**src/logic/color_matrix_pkg.sv**
```systemverilog
// Package of offsets, field layouts and reset values for the colour matrix
package color_matrix_pkg;
    localparam int unsigned ADDR_W = 8;
    localparam int unsigned COEF_W = 12;
    localparam int unsigned OFST_W = 13;
    localparam int unsigned PIX_W = 12;
    localparam int unsigned NUM_REGS = 12;
    localparam int unsigned FRAC_BITS = 8;

    localparam logic [ADDR_W-1:0] OFF_COEF_RR = 8'h00;
    localparam logic [ADDR_W-1:0] OFF_COEF_GR = 8'h04;
    localparam logic [ADDR_W-1:0] OFF_COEF_BR = 8'h08;
    localparam logic [ADDR_W-1:0] OFF_COEF_RG = 8'h0C;
    localparam logic [ADDR_W-1:0] OFF_COEF_GG = 8'h10;
    localparam logic [ADDR_W-1:0] OFF_COEF_BG = 8'h14;
    localparam logic [ADDR_W-1:0] OFF_COEF_RB = 8'h18;
    localparam logic [ADDR_W-1:0] OFF_COEF_GB = 8'h1C;
    localparam logic [ADDR_W-1:0] OFF_COEF_BB = 8'h20;
    localparam logic [ADDR_W-1:0] OFF_OFST_R = 8'h24;
    localparam logic [ADDR_W-1:0] OFF_OFST_G = 8'h28;
    localparam logic [ADDR_W-1:0] OFF_OFST_B = 8'h2C;

    localparam logic [COEF_W-1:0] COEF_UNITY = 12'h100;
    localparam logic [COEF_W-1:0] COEF_ZERO = 12'h000;
    localparam logic [OFST_W-1:0] OFST_ZERO = 13'h0000;
    // Index of the first offset register in the flat register array
    localparam int unsigned FIRST_OFST_IDX = 9;
endpackage

```
**src/logic/first_color_matrix_stage.sv**
```systemverilog
// Register bank and pixel datapath of the first colour matrix stage
`timescale 1ns/1ps
// Notes on behaviour
// Coefficients are 12-bit signed 4.8 fields
// Green-to-green coefficient resets to 256
// Blue-to-blue coefficient resets to 256
// Off-diagonal coefficients reset to zero
// Upper bits read zero; software writes zero
// Red, green offsets 13-bit signed, reset zero
// Red-to-red coefficient resets to 256
// Blue offset 13-bit signed, resets zero
// Output is row-weighted sum plus offset, clipped
module first_color_matrix_stage (
    input wire logic clk_i,
    input wire logic rst_i,
    input wire logic wb_cyc_i,
    input wire logic wb_stb_i,
    input wire logic wb_we_i,
    input wire logic [color_matrix_pkg::ADDR_W-1:0] wb_adr_i,
    input wire logic [3:0] wb_sel_i,
    input wire logic [31:0] wb_dat_i,
    output logic [31:0] wb_dat_o,
    output logic wb_ack_o,
    output logic wb_err_o,
    input wire logic pix_valid_i,
    input wire logic [color_matrix_pkg::PIX_W-1:0] pix_red_i,
    input wire logic [color_matrix_pkg::PIX_W-1:0] pix_green_i,
    input wire logic [color_matrix_pkg::PIX_W-1:0] pix_blue_i,
    output logic pix_valid_o,
    output logic [color_matrix_pkg::PIX_W-1:0] pix_red_o,
    output logic [color_matrix_pkg::PIX_W-1:0] pix_green_o,
    output logic [color_matrix_pkg::PIX_W-1:0] pix_blue_o
);
    import color_matrix_pkg::*;

    localparam int unsigned ACC_W = 28;

    ////////////////////////////////////////////////////////////////////////
    // Register bank: 9 coefficients then 3 offsets, 13-bit storage each
    logic [OFST_W-1:0] regs_q [NUM_REGS];
    logic [OFST_W-1:0] regs_d [NUM_REGS];
    logic [31:0] rdata_q, rdata_d;
    logic ack_q, ack_d;
    logic err_q, err_d;

    logic req;
    logic hit;
    logic [3:0] idx;
    logic [4:0] slot;
    logic wr_en;
    logic rd_en;

    function automatic logic [OFST_W-1:0] reset_value(input int unsigned i);
        case (i)
            0: reset_value = {1'b0, COEF_UNITY};
            1, 2, 3: reset_value = {1'b0, COEF_ZERO};
            4: reset_value = {1'b0, COEF_UNITY};
            5, 6, 7: reset_value = {1'b0, COEF_ZERO};
            8: reset_value = {1'b0, COEF_UNITY};
            default: reset_value = OFST_ZERO;
        endcase
    endfunction

    function automatic logic [OFST_W-1:0] field_mask(input int unsigned i);
        if (i < FIRST_OFST_IDX) begin
            field_mask = {1'b0, {COEF_W{1'b1}}};
        end else begin
            field_mask = {OFST_W{1'b1}};
        end
    endfunction

    // Byte address to register index; bit 4 set on a miss
    function automatic logic [4:0] decode(input logic [ADDR_W-1:0] a);
        case (a)
            OFF_COEF_RR: decode = 5'h00;
            OFF_COEF_GR: decode = 5'h01;
            OFF_COEF_BR: decode = 5'h02;
            OFF_COEF_RG: decode = 5'h03;
            OFF_COEF_GG: decode = 5'h04;
            OFF_COEF_BG: decode = 5'h05;
            OFF_COEF_RB: decode = 5'h06;
            OFF_COEF_GB: decode = 5'h07;
            OFF_COEF_BB: decode = 5'h08;
            OFF_OFST_R: decode = 5'h09;
            OFF_OFST_G: decode = 5'h0A;
            OFF_OFST_B: decode = 5'h0B;
            default: decode = 5'h10;
        endcase
    endfunction

    // Byte-lane merge of a write; bits outside the field stay zero
    // Only the two low byte lanes can reach a field
    function automatic logic [OFST_W-1:0] merge(
        input logic [OFST_W-1:0] old,
        input logic [31:0] data,
        input logic [3:0] sel,
        input logic [OFST_W-1:0] mask
    );
        logic [OFST_W-1:0] upd;
        upd = old;
        if (sel[0]) begin
            upd[7:0] = data[7:0];
        end
        if (sel[1]) begin
            upd[12:8] = data[12:8];
        end
        merge = upd & mask;
    endfunction

    assign slot = decode(wb_adr_i);
    assign hit = !slot[4];
    assign idx = slot[3:0];
    assign req = wb_cyc_i && wb_stb_i && !ack_q && !err_q;
    // Write and read strobes for the accepted request
    assign wr_en = req && hit && wb_we_i;
    assign rd_en = req && hit && !wb_we_i;

    always_comb begin
        for (int i = 0; i < NUM_REGS; i++) begin
            regs_d[i] = regs_q[i];
        end
        ack_d = req && hit;
        err_d = req && !hit;
        rdata_d = 32'h0000_0000;
        if (wr_en) begin
            for (int i = 0; i < NUM_REGS; i++) begin
                if (idx == 4'(i)) begin
                    regs_d[i] = merge(regs_q[i], wb_dat_i, wb_sel_i,
                        field_mask(i));
                end
            end
        end
        if (rd_en) begin
            for (int i = 0; i < NUM_REGS; i++) begin
                if (idx == 4'(i)) begin
                    // Reserved bits above each field read as zero
                    rdata_d = {19'h0, regs_q[i] & field_mask(i)};
                end
            end
        end
    end

    always_ff @(posedge clk_i) begin
        if (rst_i) begin
            for (int i = 0; i < NUM_REGS; i++) begin
                regs_q[i] <= reset_value(i);
            end
            rdata_q <= 32'h0000_0000;
            ack_q <= 1'b0;
            err_q <= 1'b0;
        end else begin
            for (int i = 0; i < NUM_REGS; i++) begin
                regs_q[i] <= regs_d[i];
            end
            rdata_q <= rdata_d;
            ack_q <= ack_d;
            err_q <= err_d;
        end
    end

    assign wb_dat_o = rdata_q;
    assign wb_ack_o = ack_q;
    assign wb_err_o = err_q;

    ////////////////////////////////////////////////////////////////////////
    // Named views of the stored fields; unity gain sits at 256
    logic [COEF_W-1:0] coef_red_to_red;
    logic [COEF_W-1:0] coef_green_to_red;
    logic [COEF_W-1:0] coef_blue_to_red;
    logic [COEF_W-1:0] coef_red_to_green;
    logic [COEF_W-1:0] coef_green_to_green;
    logic [COEF_W-1:0] coef_blue_to_green;
    logic [COEF_W-1:0] coef_red_to_blue;
    logic [COEF_W-1:0] coef_green_to_blue;
    logic [COEF_W-1:0] coef_blue_to_blue;

    // Offsets are signed whole numbers
    logic [OFST_W-1:0] red_output_offset;
    logic [OFST_W-1:0] green_output_offset;
    logic [OFST_W-1:0] blue_output_offset;

    assign coef_red_to_red = regs_q[0][COEF_W-1:0];
    assign coef_green_to_red = regs_q[1][COEF_W-1:0];
    assign coef_blue_to_red = regs_q[2][COEF_W-1:0];
    assign coef_red_to_green = regs_q[3][COEF_W-1:0];
    assign coef_green_to_green = regs_q[4][COEF_W-1:0];
    assign coef_blue_to_green = regs_q[5][COEF_W-1:0];
    assign coef_red_to_blue = regs_q[6][COEF_W-1:0];
    assign coef_green_to_blue = regs_q[7][COEF_W-1:0];
    assign coef_blue_to_blue = regs_q[8][COEF_W-1:0];

    assign red_output_offset = regs_q[9];
    assign green_output_offset = regs_q[10];
    assign blue_output_offset = regs_q[11];

    ////////////////////////////////////////////////////////////////////////
    // Pixel datapath: nine products, three row sums, one registered stage
    localparam int ROUND_HALF = 1 << (FRAC_BITS - 1);
    localparam int PIX_MAX = (1 << PIX_W) - 1;

    function automatic logic signed [ACC_W-1:0] mul(
        input logic [PIX_W-1:0] pix,
        input logic [COEF_W-1:0] coef
    );
        logic signed [COEF_W-1:0] c;
        logic signed [PIX_W:0] p;
        c = $signed(coef);
        p = $signed({1'b0, pix});
        mul = ACC_W'(p * c);
    endfunction

    // Round half up, drop the fraction, add the offset, clip to range
    function automatic logic [PIX_W-1:0] round_clip(
        input logic signed [ACC_W-1:0] sum,
        input logic [OFST_W-1:0] ofs
    );
        logic signed [ACC_W-1:0] res;
        res = ((sum + ACC_W'(ROUND_HALF)) >>> FRAC_BITS)
            + ACC_W'($signed(ofs));
        if (res < 0) begin
            round_clip = '0;
        end else if (res > ACC_W'(PIX_MAX)) begin
            round_clip = '1;
        end else begin
            round_clip = res[PIX_W-1:0];
        end
    endfunction

    // Products of each input with each row coefficient
    logic signed [ACC_W-1:0] prod_rr;
    logic signed [ACC_W-1:0] prod_gr;
    logic signed [ACC_W-1:0] prod_br;
    logic signed [ACC_W-1:0] prod_rg;
    logic signed [ACC_W-1:0] prod_gg;
    logic signed [ACC_W-1:0] prod_bg;
    logic signed [ACC_W-1:0] prod_rb;
    logic signed [ACC_W-1:0] prod_gb;
    logic signed [ACC_W-1:0] prod_bb;

    logic signed [ACC_W-1:0] sum_red;
    logic signed [ACC_W-1:0] sum_green;
    logic signed [ACC_W-1:0] sum_blue;

    assign prod_rr = mul(pix_red_i, coef_red_to_red);
    assign prod_gr = mul(pix_green_i, coef_green_to_red);
    assign prod_br = mul(pix_blue_i, coef_blue_to_red);
    assign prod_rg = mul(pix_red_i, coef_red_to_green);
    assign prod_gg = mul(pix_green_i, coef_green_to_green);
    assign prod_bg = mul(pix_blue_i, coef_blue_to_green);
    assign prod_rb = mul(pix_red_i, coef_red_to_blue);
    assign prod_gb = mul(pix_green_i, coef_green_to_blue);
    assign prod_bb = mul(pix_blue_i, coef_blue_to_blue);

    // Full precision row sums; nothing is dropped before rounding
    assign sum_red = prod_rr + prod_gr + prod_br;
    assign sum_green = prod_rg + prod_gg + prod_bg;
    assign sum_blue = prod_rb + prod_gb + prod_bb;

    logic valid_q;
    logic valid_d;
    logic [PIX_W-1:0] red_q;
    logic [PIX_W-1:0] red_d;
    logic [PIX_W-1:0] green_q;
    logic [PIX_W-1:0] green_d;
    logic [PIX_W-1:0] blue_q;
    logic [PIX_W-1:0] blue_d;

    // Colour outputs hold their last value while no pixel is offered; valid drops
    always_comb begin
        valid_d = pix_valid_i;
        red_d = red_q;
        green_d = green_q;
        blue_d = blue_q;
        if (pix_valid_i) begin
            red_d = round_clip(sum_red, red_output_offset);
            green_d = round_clip(sum_green, green_output_offset);
            blue_d = round_clip(sum_blue, blue_output_offset);
        end
    end

    always_ff @(posedge clk_i) begin
        if (rst_i) begin
            valid_q <= 1'b0;
            red_q <= '0;
            green_q <= '0;
            blue_q <= '0;
        end else begin
            valid_q <= valid_d;
            red_q <= red_d;
            green_q <= green_d;
            blue_q <= blue_d;
        end
    end

    assign pix_valid_o = valid_q;
    assign pix_red_o = red_q;
    assign pix_green_o = green_q;
    assign pix_blue_o = blue_q;

endmodule // first_color_matrix_stage

```
**config.mk**
```make
export PLATFORM = sky130hd
export DESIGN_NAME = first_color_matrix_stage
export DESIGN_NICKNAME = d
export VERILOG_FILES = /design/src/logic/color_matrix_pkg.sv /design/src/logic/first_color_matrix_stage.sv
export SDC_FILE = /design/constraint.sdc
export NUM_CORES = 2
export LEC_CHECK = 0
export BUFFER_PORTS_ARGS = -buffer_cell sky130_fd_sc_hd__buf_4
export CORE_MARGIN = 4
export CORE_UTILIZATION = 45
export CTS_BUF_LIST = sky130_fd_sc_hd__clkbuf_2 sky130_fd_sc_hd__clkbuf_4 sky130_fd_sc_hd__clkbuf_8
export DETAILED_ROUTE_END_ITERATION = 7
export SYNTH_ARGS = -nofsm -noshare
export SYNTH_HDL_FRONTEND = slang
export SYNTH_SLANG_ARGS = --single-unit
```
**constraint.sdc**
```tcl
create_clock -name clk_i -period 13.6 [get_ports clk_i]
set_input_delay 1.36 -clock clk_i [delete_from_list [all_inputs] [get_ports clk_i]]
set_output_delay 1.36 -clock clk_i [all_outputs]
set_load 0.02 [all_outputs]
```
# Word-level counts from Yosys, hierarchy flattened
# Memory sizes are Yosys's and may differ from the RTL's.
# Cells that the tools add are included.
dict set report word_totals {
  n_memories 1
  elab_cells 267
  inputBits 86
  output_inout_bits 71
  mem_bits_rw 156
  regBits 71
}
# memory words width rd rd_ports_with_merged_regs write_ports line_no
set memory_table {}
lappend memory_table {regs_q 12 13 12 0 12 first_color_matrix_stage.sv:40} ;# logic [OFST_W-1:0] regs_q [NUM_REGS];
dict set report classes {
  add_sub_neg 12
  n_bitwise 37
  n_reduce_logical 15
  multipliers 9
  eq_ne 22
  order_cmp 6
  n_mux 157
}
# operator count
set op_table {}
lappend op_table {{two-way mux 13 bit} 74}
lappend op_table {{AND 13 bit} 24}
lappend op_table {{two-way mux 8 bit} 36}
lappend op_table {{multiplier 13 x 12 -> 25 bit} 9}
lappend op_table {{two-way mux 5 bit} 36}
lappend op_table {{two-way mux 156 bit} 1}
lappend op_table {{adder 27 x 9 -> 28 bit (second input constant)} 3}
lappend op_table {{adder 26 x 25 -> 27 bit} 3}
lappend op_table {{adder 25 x 25 -> 26 bit} 3}
lappend op_table {{two-way mux 12 bit} 6}
lappend op_table {{adder 20 x 13 -> 21 bit} 3}
lappend op_table {{greater-than comparator 21 x 13 -> 1 bit (second input constant)} 3}
lappend op_table {{< comparator 21 x 1 -> 1 bit (second input constant)} 3}
lappend op_table {{case mux 5 bit (12 select lines)} 1}
lappend op_table {{equality test 8 x 5 -> 1 bit (second input constant)} 4}
lappend op_table {{equality test 8 x 6 -> 1 bit (second input constant)} 4}
lappend op_table {{equality test 4 x 3 -> 1 bit (second input constant)} 4}
lappend op_table {{equality test 4 bit (second input constant)} 4}
lappend op_table {{equality test 8 x 4 -> 1 bit (second input constant)} 2}
lappend op_table {{OR reduction 13 bit} 1}
lappend op_table {{bitwise OR 1 bit} 12}
lappend op_table {{equality test 4 x 2 -> 1 bit (second input constant)} 2}
lappend op_table {{equality test 8 x 3 -> 1 bit (second input constant)} 1}
lappend op_table {{logical NOT 8 bit} 1}
lappend op_table {{other kinds (7)} 18}

# Logic depth before layout (Yosys ltp)
dict set report depth {
  depth_word 19
  depth_mapped 40
  mapped_depth_nobuf 37
}

# Worst setup path before layout
# Ideal clock, no wire load.
dict set report synth_path {
  path_kind {input-to-reg}
  from {input port pix_red_i[6] in the netlist's numbering}
  to {register green_q[0], in the netlist pix_green_o[0]}
  path_slack_ns 3.335
  t_required_ns 13.478
  t_arrival_ns 10.143
  stages 35
  setup_ns 0.122
  n_path_buf 3
  path_cell_list {clkbuf_1 -> clkbuf_1 -> nand2_1 -> fa_1 -> fa_1 -> fa_1 -> fa_1 -> inv_1 -> fa_1 -> fa_1 -> inv_1 -> fa_1 -> inv_1 -> fa_1 -> ha_1 -> o21a_1 -> o21ai_0 -> o31ai_1 -> a32oi_1 -> o21ai_0 -> o21ai_0 -> nand2b_1 -> a311oi_1 -> xnor2_1 -> ha_1 -> a21oi_2 -> o21a_1 -> a31o_1 -> a311o_1 -> o211a_1 -> nor4b_2 -> o2111ai_1 -> and2_1 -> buf_6 -> a221o_1}
}
dict set report synth_between {
  elab_chain_cells 8
  word_cells_on_any_way 9
  classes_between {4 x add/sub; 1 x mul; 2 x order compare; 2 x mux}
}
# item line_no
set synth_rtl {}
lappend synth_rtl {{start: declaration} first_color_matrix_stage.sv:26} ;# input wire logic [color_matrix_pkg::PIX_W-1:0] pix_red_i,
lappend synth_rtl {{multiplier 13 x 12 -> 25 bit *} first_color_matrix_stage.sv:209} ;# mul = ACC_W'(p * c);
lappend synth_rtl {{adder 25 x 25 -> 26 bit *} first_color_matrix_stage.sv:256} ;# assign sum_green = prod_rg + prod_gg + prod_bg;
lappend synth_rtl {{adder 26 x 25 -> 27 bit *} first_color_matrix_stage.sv:256}
lappend synth_rtl {{adder 27 x 9 -> 28 bit *} first_color_matrix_stage.sv:218} ;# res = ((sum + ACC_W'(ROUND_HALF)) >>> FRAC_BITS)
lappend synth_rtl {{adder 20 x 13 -> 21 bit *} first_color_matrix_stage.sv:219} ;# + ACC_W'($signed(ofs));
lappend synth_rtl {{greater-than comparator 21 x 13 -> 1 bit} first_color_matrix_stage.sv:222} ;# end else if (res > ACC_W'(PIX_MAX)) begin
lappend synth_rtl {{two-way mux 12 bit} first_color_matrix_stage.sv:222}
lappend synth_rtl {{two-way mux 12 bit *} first_color_matrix_stage.sv:220} ;# if (res < 0) begin
lappend synth_rtl {{end signal: assignment} first_color_matrix_stage.sv:290} ;# green_q <= green_d;
lappend synth_rtl {{end: declaration} first_color_matrix_stage.sv:263} ;# logic [PIX_W-1:0] green_q;
# Every way passes the cells marked *; elsewhere a longest branch is shown, timed or not.
# A chain may end at the register's enable or synchronous reset.

# Worst setup path after layout
dict set report layout_path {
  from {input port pix_red_i[6] in the netlist's numbering}
  to {register green_q[1], in the netlist pix_green_o[1]}
}
# The elaborated chain is that of the path after synthesis.

==> out/metrics.yaml <==
status:
  run_status: "complete, no violations"
final_layout:
  drive_gt1_frac: 0.0351
  nets: 8124
  area_growth_pct: 4.31
min_path:
  worstHoldPathType: "reg -> reg"
  hold_depth: 2
  holdPathEnd: "pix_green_o[7]"
  min_from: "pix_green_o[7]"
drt:
  drtAntennaViolNets: 0
  num_vias: 42000
  dr.pass1.iters: 6
  drt_iter0_markers: 2928
  avgViaCountPerCell: 5.32
  wl_met2_um: 80200
  wl_per_cell_um: 21.0
  wl_met3_um: 9180
  wl_um: 166000
  wl_met1_um: 68700
  top_layer: "met5"
  drc_errors: 0
logic_synthesis:
  ys_types: 80
  synthAdderAreaFrac: 0.558
  ys.flop_type: "dfxtp_1"
  postSynth.asyncResetShare: 0
  ys_warn_count: 0
  synthCells: 6379
  synth-xor-area-share: 0.0135
  ys_seq_area_frac: 0.0712
  yosys-mux-area-fraction: 0.00322
  synth_edf_count: 0
  synth-compound-area-share: 0.0624
  synth_top_family_by_area: "adder cells"
  syn-cell-area_mm2: 0.0560
  synth-simple-area-share: 0.170
  avgSynthCellArea_um2: 8.78
  ys_ff_latch: 199
sta:
  report.final.hold_viol_count: 0
  maxSlewHeadroom: 0.198
  post-route-period-util: 0.828
  worst_slack_ns: 2.34
  fin_setup_tns_ns: 0
  fmax_mhz: 88.8
  setup_violations: 0
  drv_slew: 0
  worst_pin_slew_ns: 1.20
  finalClockSkew_ns: 0.0333
  rsz0062_at_grt: "false"
  fin_crit_ns: 11.26
floorplanning:
  io_pins: 157
  fp-row-count: 129
  coreArea_mm2: 0.124
  initial_utilization: 0.453
  chipHeight_um: 361
  die_area_mm2: 0.130
  die_w_um: 361
critical_path:
  crit_slowest_cell: "o31ai_1"
  crit_arrival_ns: 11.76
  critical_path.reg2reg.endpoint: "pix_green_o[1]"
  cp_max_fo: 36
  rr_worst_depth: 33
  r2r_slack_ns: 2.76
  reg2reg_from: "regs_q[0][39]"
  end_kind: "flip-flop"
  worst_path_largest_cell_delay_ns: 0.62
  critical_path_class: "in -> reg"
  cp.required_ns: 14.10
  cp_common_cell: "fa_1"
  crit_path_start_kind: "primary input"
clock_tree:
  post-cts-setup-buffers: 0
  cts.sinks: 199
  cts_made_buffers: 17
  cts_tree: "yes"
  clkTransAtPathRegs_ns: 0.11
  cts_root_buffer: "clkbuf_8"
  insertion_delay_ns: 0.62
  htree_levels: 4
  cts_resized: 0
  cts_max_path_buffers: 2
  holdBufCountCts: 0
pwr:
  ir_worst_vdd_mv: 0.0762
  combPwrFrac: 0.228
  p_int_w: 0.000799
  sw_frac_of_total: 0.386
  p_clk_frac: 0.316
  p_sw_w: 0.000503
  p_leak_nw: 30.1
  p_per_area_mw_per_mm2: 22.3
  seqPwrFrac: 0.456
grt:
  grt_usage: 0.262
  grt_pass1_vias: 44400
  antenna_found_initial: 8
  grt_pass1_wl_um: 261000
  grt_overflow: 0
  grt_start_max_net_pins: 98
placement:
  pre_cts_slack_ns: 1.83
  io_buffers: 116
  hpwl_um: 133000
  gp_congestion: 0.904
run:
  cap_violations: 0
power groups by stage:
stage	Clock, W	Sequential [W]	Combinational [W]
5_1_grt	0.000439	0.000595	0.000314
3_5_place_dp	0	0.000607	0.000291
2_1_floorplan	0	0.000614	0.000152
3_3_place_gp	0	0.000607	0.000289
6_report	0.000411	0.000594	0.000297
4_1_cts	0.000425	0.000594	0.000293
synth_stat cells (26+ instances only):
| cell type | number | area (µm²) |
|---|---|---|
| nand2_1 | 880 | 3300 |
| clkbuf_1 | 300 | 1130 |
| fa_1 | 1182 | 23700 |
| ha_1 | 606 | 7580 |
| a22oi_1 | 30 | 225 |
| a21oi_1 | 229 | 1150 |
| nor2_1 | 184 | 691 |
| o21a_1 | 26 | 195 |
| and2_1 | 650 | 4070 |
| inv_1 | 1455 | 5460 |
| xnor2_1 | 68 | 596 |
| nand2b_1 | 55 | 344 |
| nand3_1 | 59 | 295 |
| nor3_1 | 40 | 200 |
| dfxtp_1 | 199 | 3980 |
| o21ai_0 | 66 | 330 |
per-layer routing:
layer,vias up,GRT usage
met3,304,0.0292
met2,1267,0.442
met1,21700,0.345
met4,4,0.103
li1,18800,-
met5,-,0
critical path, delay by kind of cell:
kind                       cells  cell delay (ns)
buffers and inverters          4             0.67
xor gates and xnor gates       1             0.37
adders and majority gates     10             4.84
AOI/OAI and AO/OA             14             3.57
and+or+nand+nor                4             0.91
state kept, by name, indices dropped and copies added (netlist names):
name         flops
regs_q         147
wb_dat_o        13
pix_blue_o      12
wb_ack_o         1
wb_err_o         1
pix_red_o       12
pix_green_o     12
pix_valid_o      1
cell families (layout without fill, tap and decap cells):
logic type                 after synthesis  in the layout
AOI/OAI and AO/OA                      540            540
adders and majority gates             1788           1788
and+or+nand+nor                       1962           1962
buffers and inverters                 1785           1651
DFF                                    199            199
other                                    1             25
xor gates and xnor gates                86             86
muxes                                   18             18
worst max-delay path by stage:
stage,from,to,cells past startpoint
2_1_floorplan,pix_red_i[6],pix_green_o[0],35
3_3_place_gp,pix_red_i[6],pix_blue_o[1],33
3_5_place_dp,pix_red_i[5],pix_blue_o[1],33
4_1_cts,pix_red_i[5],pix_blue_o[1],33
5_1_grt,pix_red_i[6],pix_blue_o[2],33
6_report,pix_red_i[6],pix_green_o[1],33
through the flow:
| stage | power (W) | hold WS [ns] | cell area, µm² | util | cells |
|---|---|---|---|---|---|
| 3_5_place_dp | 0.000898 | 0.432 | 58000 | 0.469 | 7868 |
| 6_report | 0.00130 | 0.446 | 58400 | 0.472 | 7906 |
| 4_1_cts | 0.00131 | 0.447 | 58400 | 0.472 | 7900 |
| 2_1_floorplan | 0.000767 | 0.446 | 56100 | - | 6397 |
| 5_1_grt | 0.00135 | 0.461 | 58400 | 0.472 | 7902 |
| 3_3_place_gp | 0.000897 | 0.433 | 58000 | 0.469 | 7868 |
cells in the final DEF, fill, tap and decap left out, types with 26 or more instances in the layout:
cell and count:
o21a_1 26, dfxtp_1 199, nand2b_1 55, nand3_1 59, fa_1 1182, nand2_1 880
inv_1 1455, xnor2_1 68, buf_4 158, o21ai_0 66, nor2_1 183, a21oi_1 229
a22oi_1 30, ha_1 606, nor3_1 40, and2_1 650
area by class of cell:
type                    count  area, µm²
diodes                      6       15.0
clock buffers              17        234
clock inverters            15        134
fillers                 12200      65200
inverters                1461       5480
multi-input cells        4413      45300
flip-flops and latches    199       3980
well taps                1637       2050
repair buffers            158       1190
Note: power is estimated with default switching activity, not from simulation.
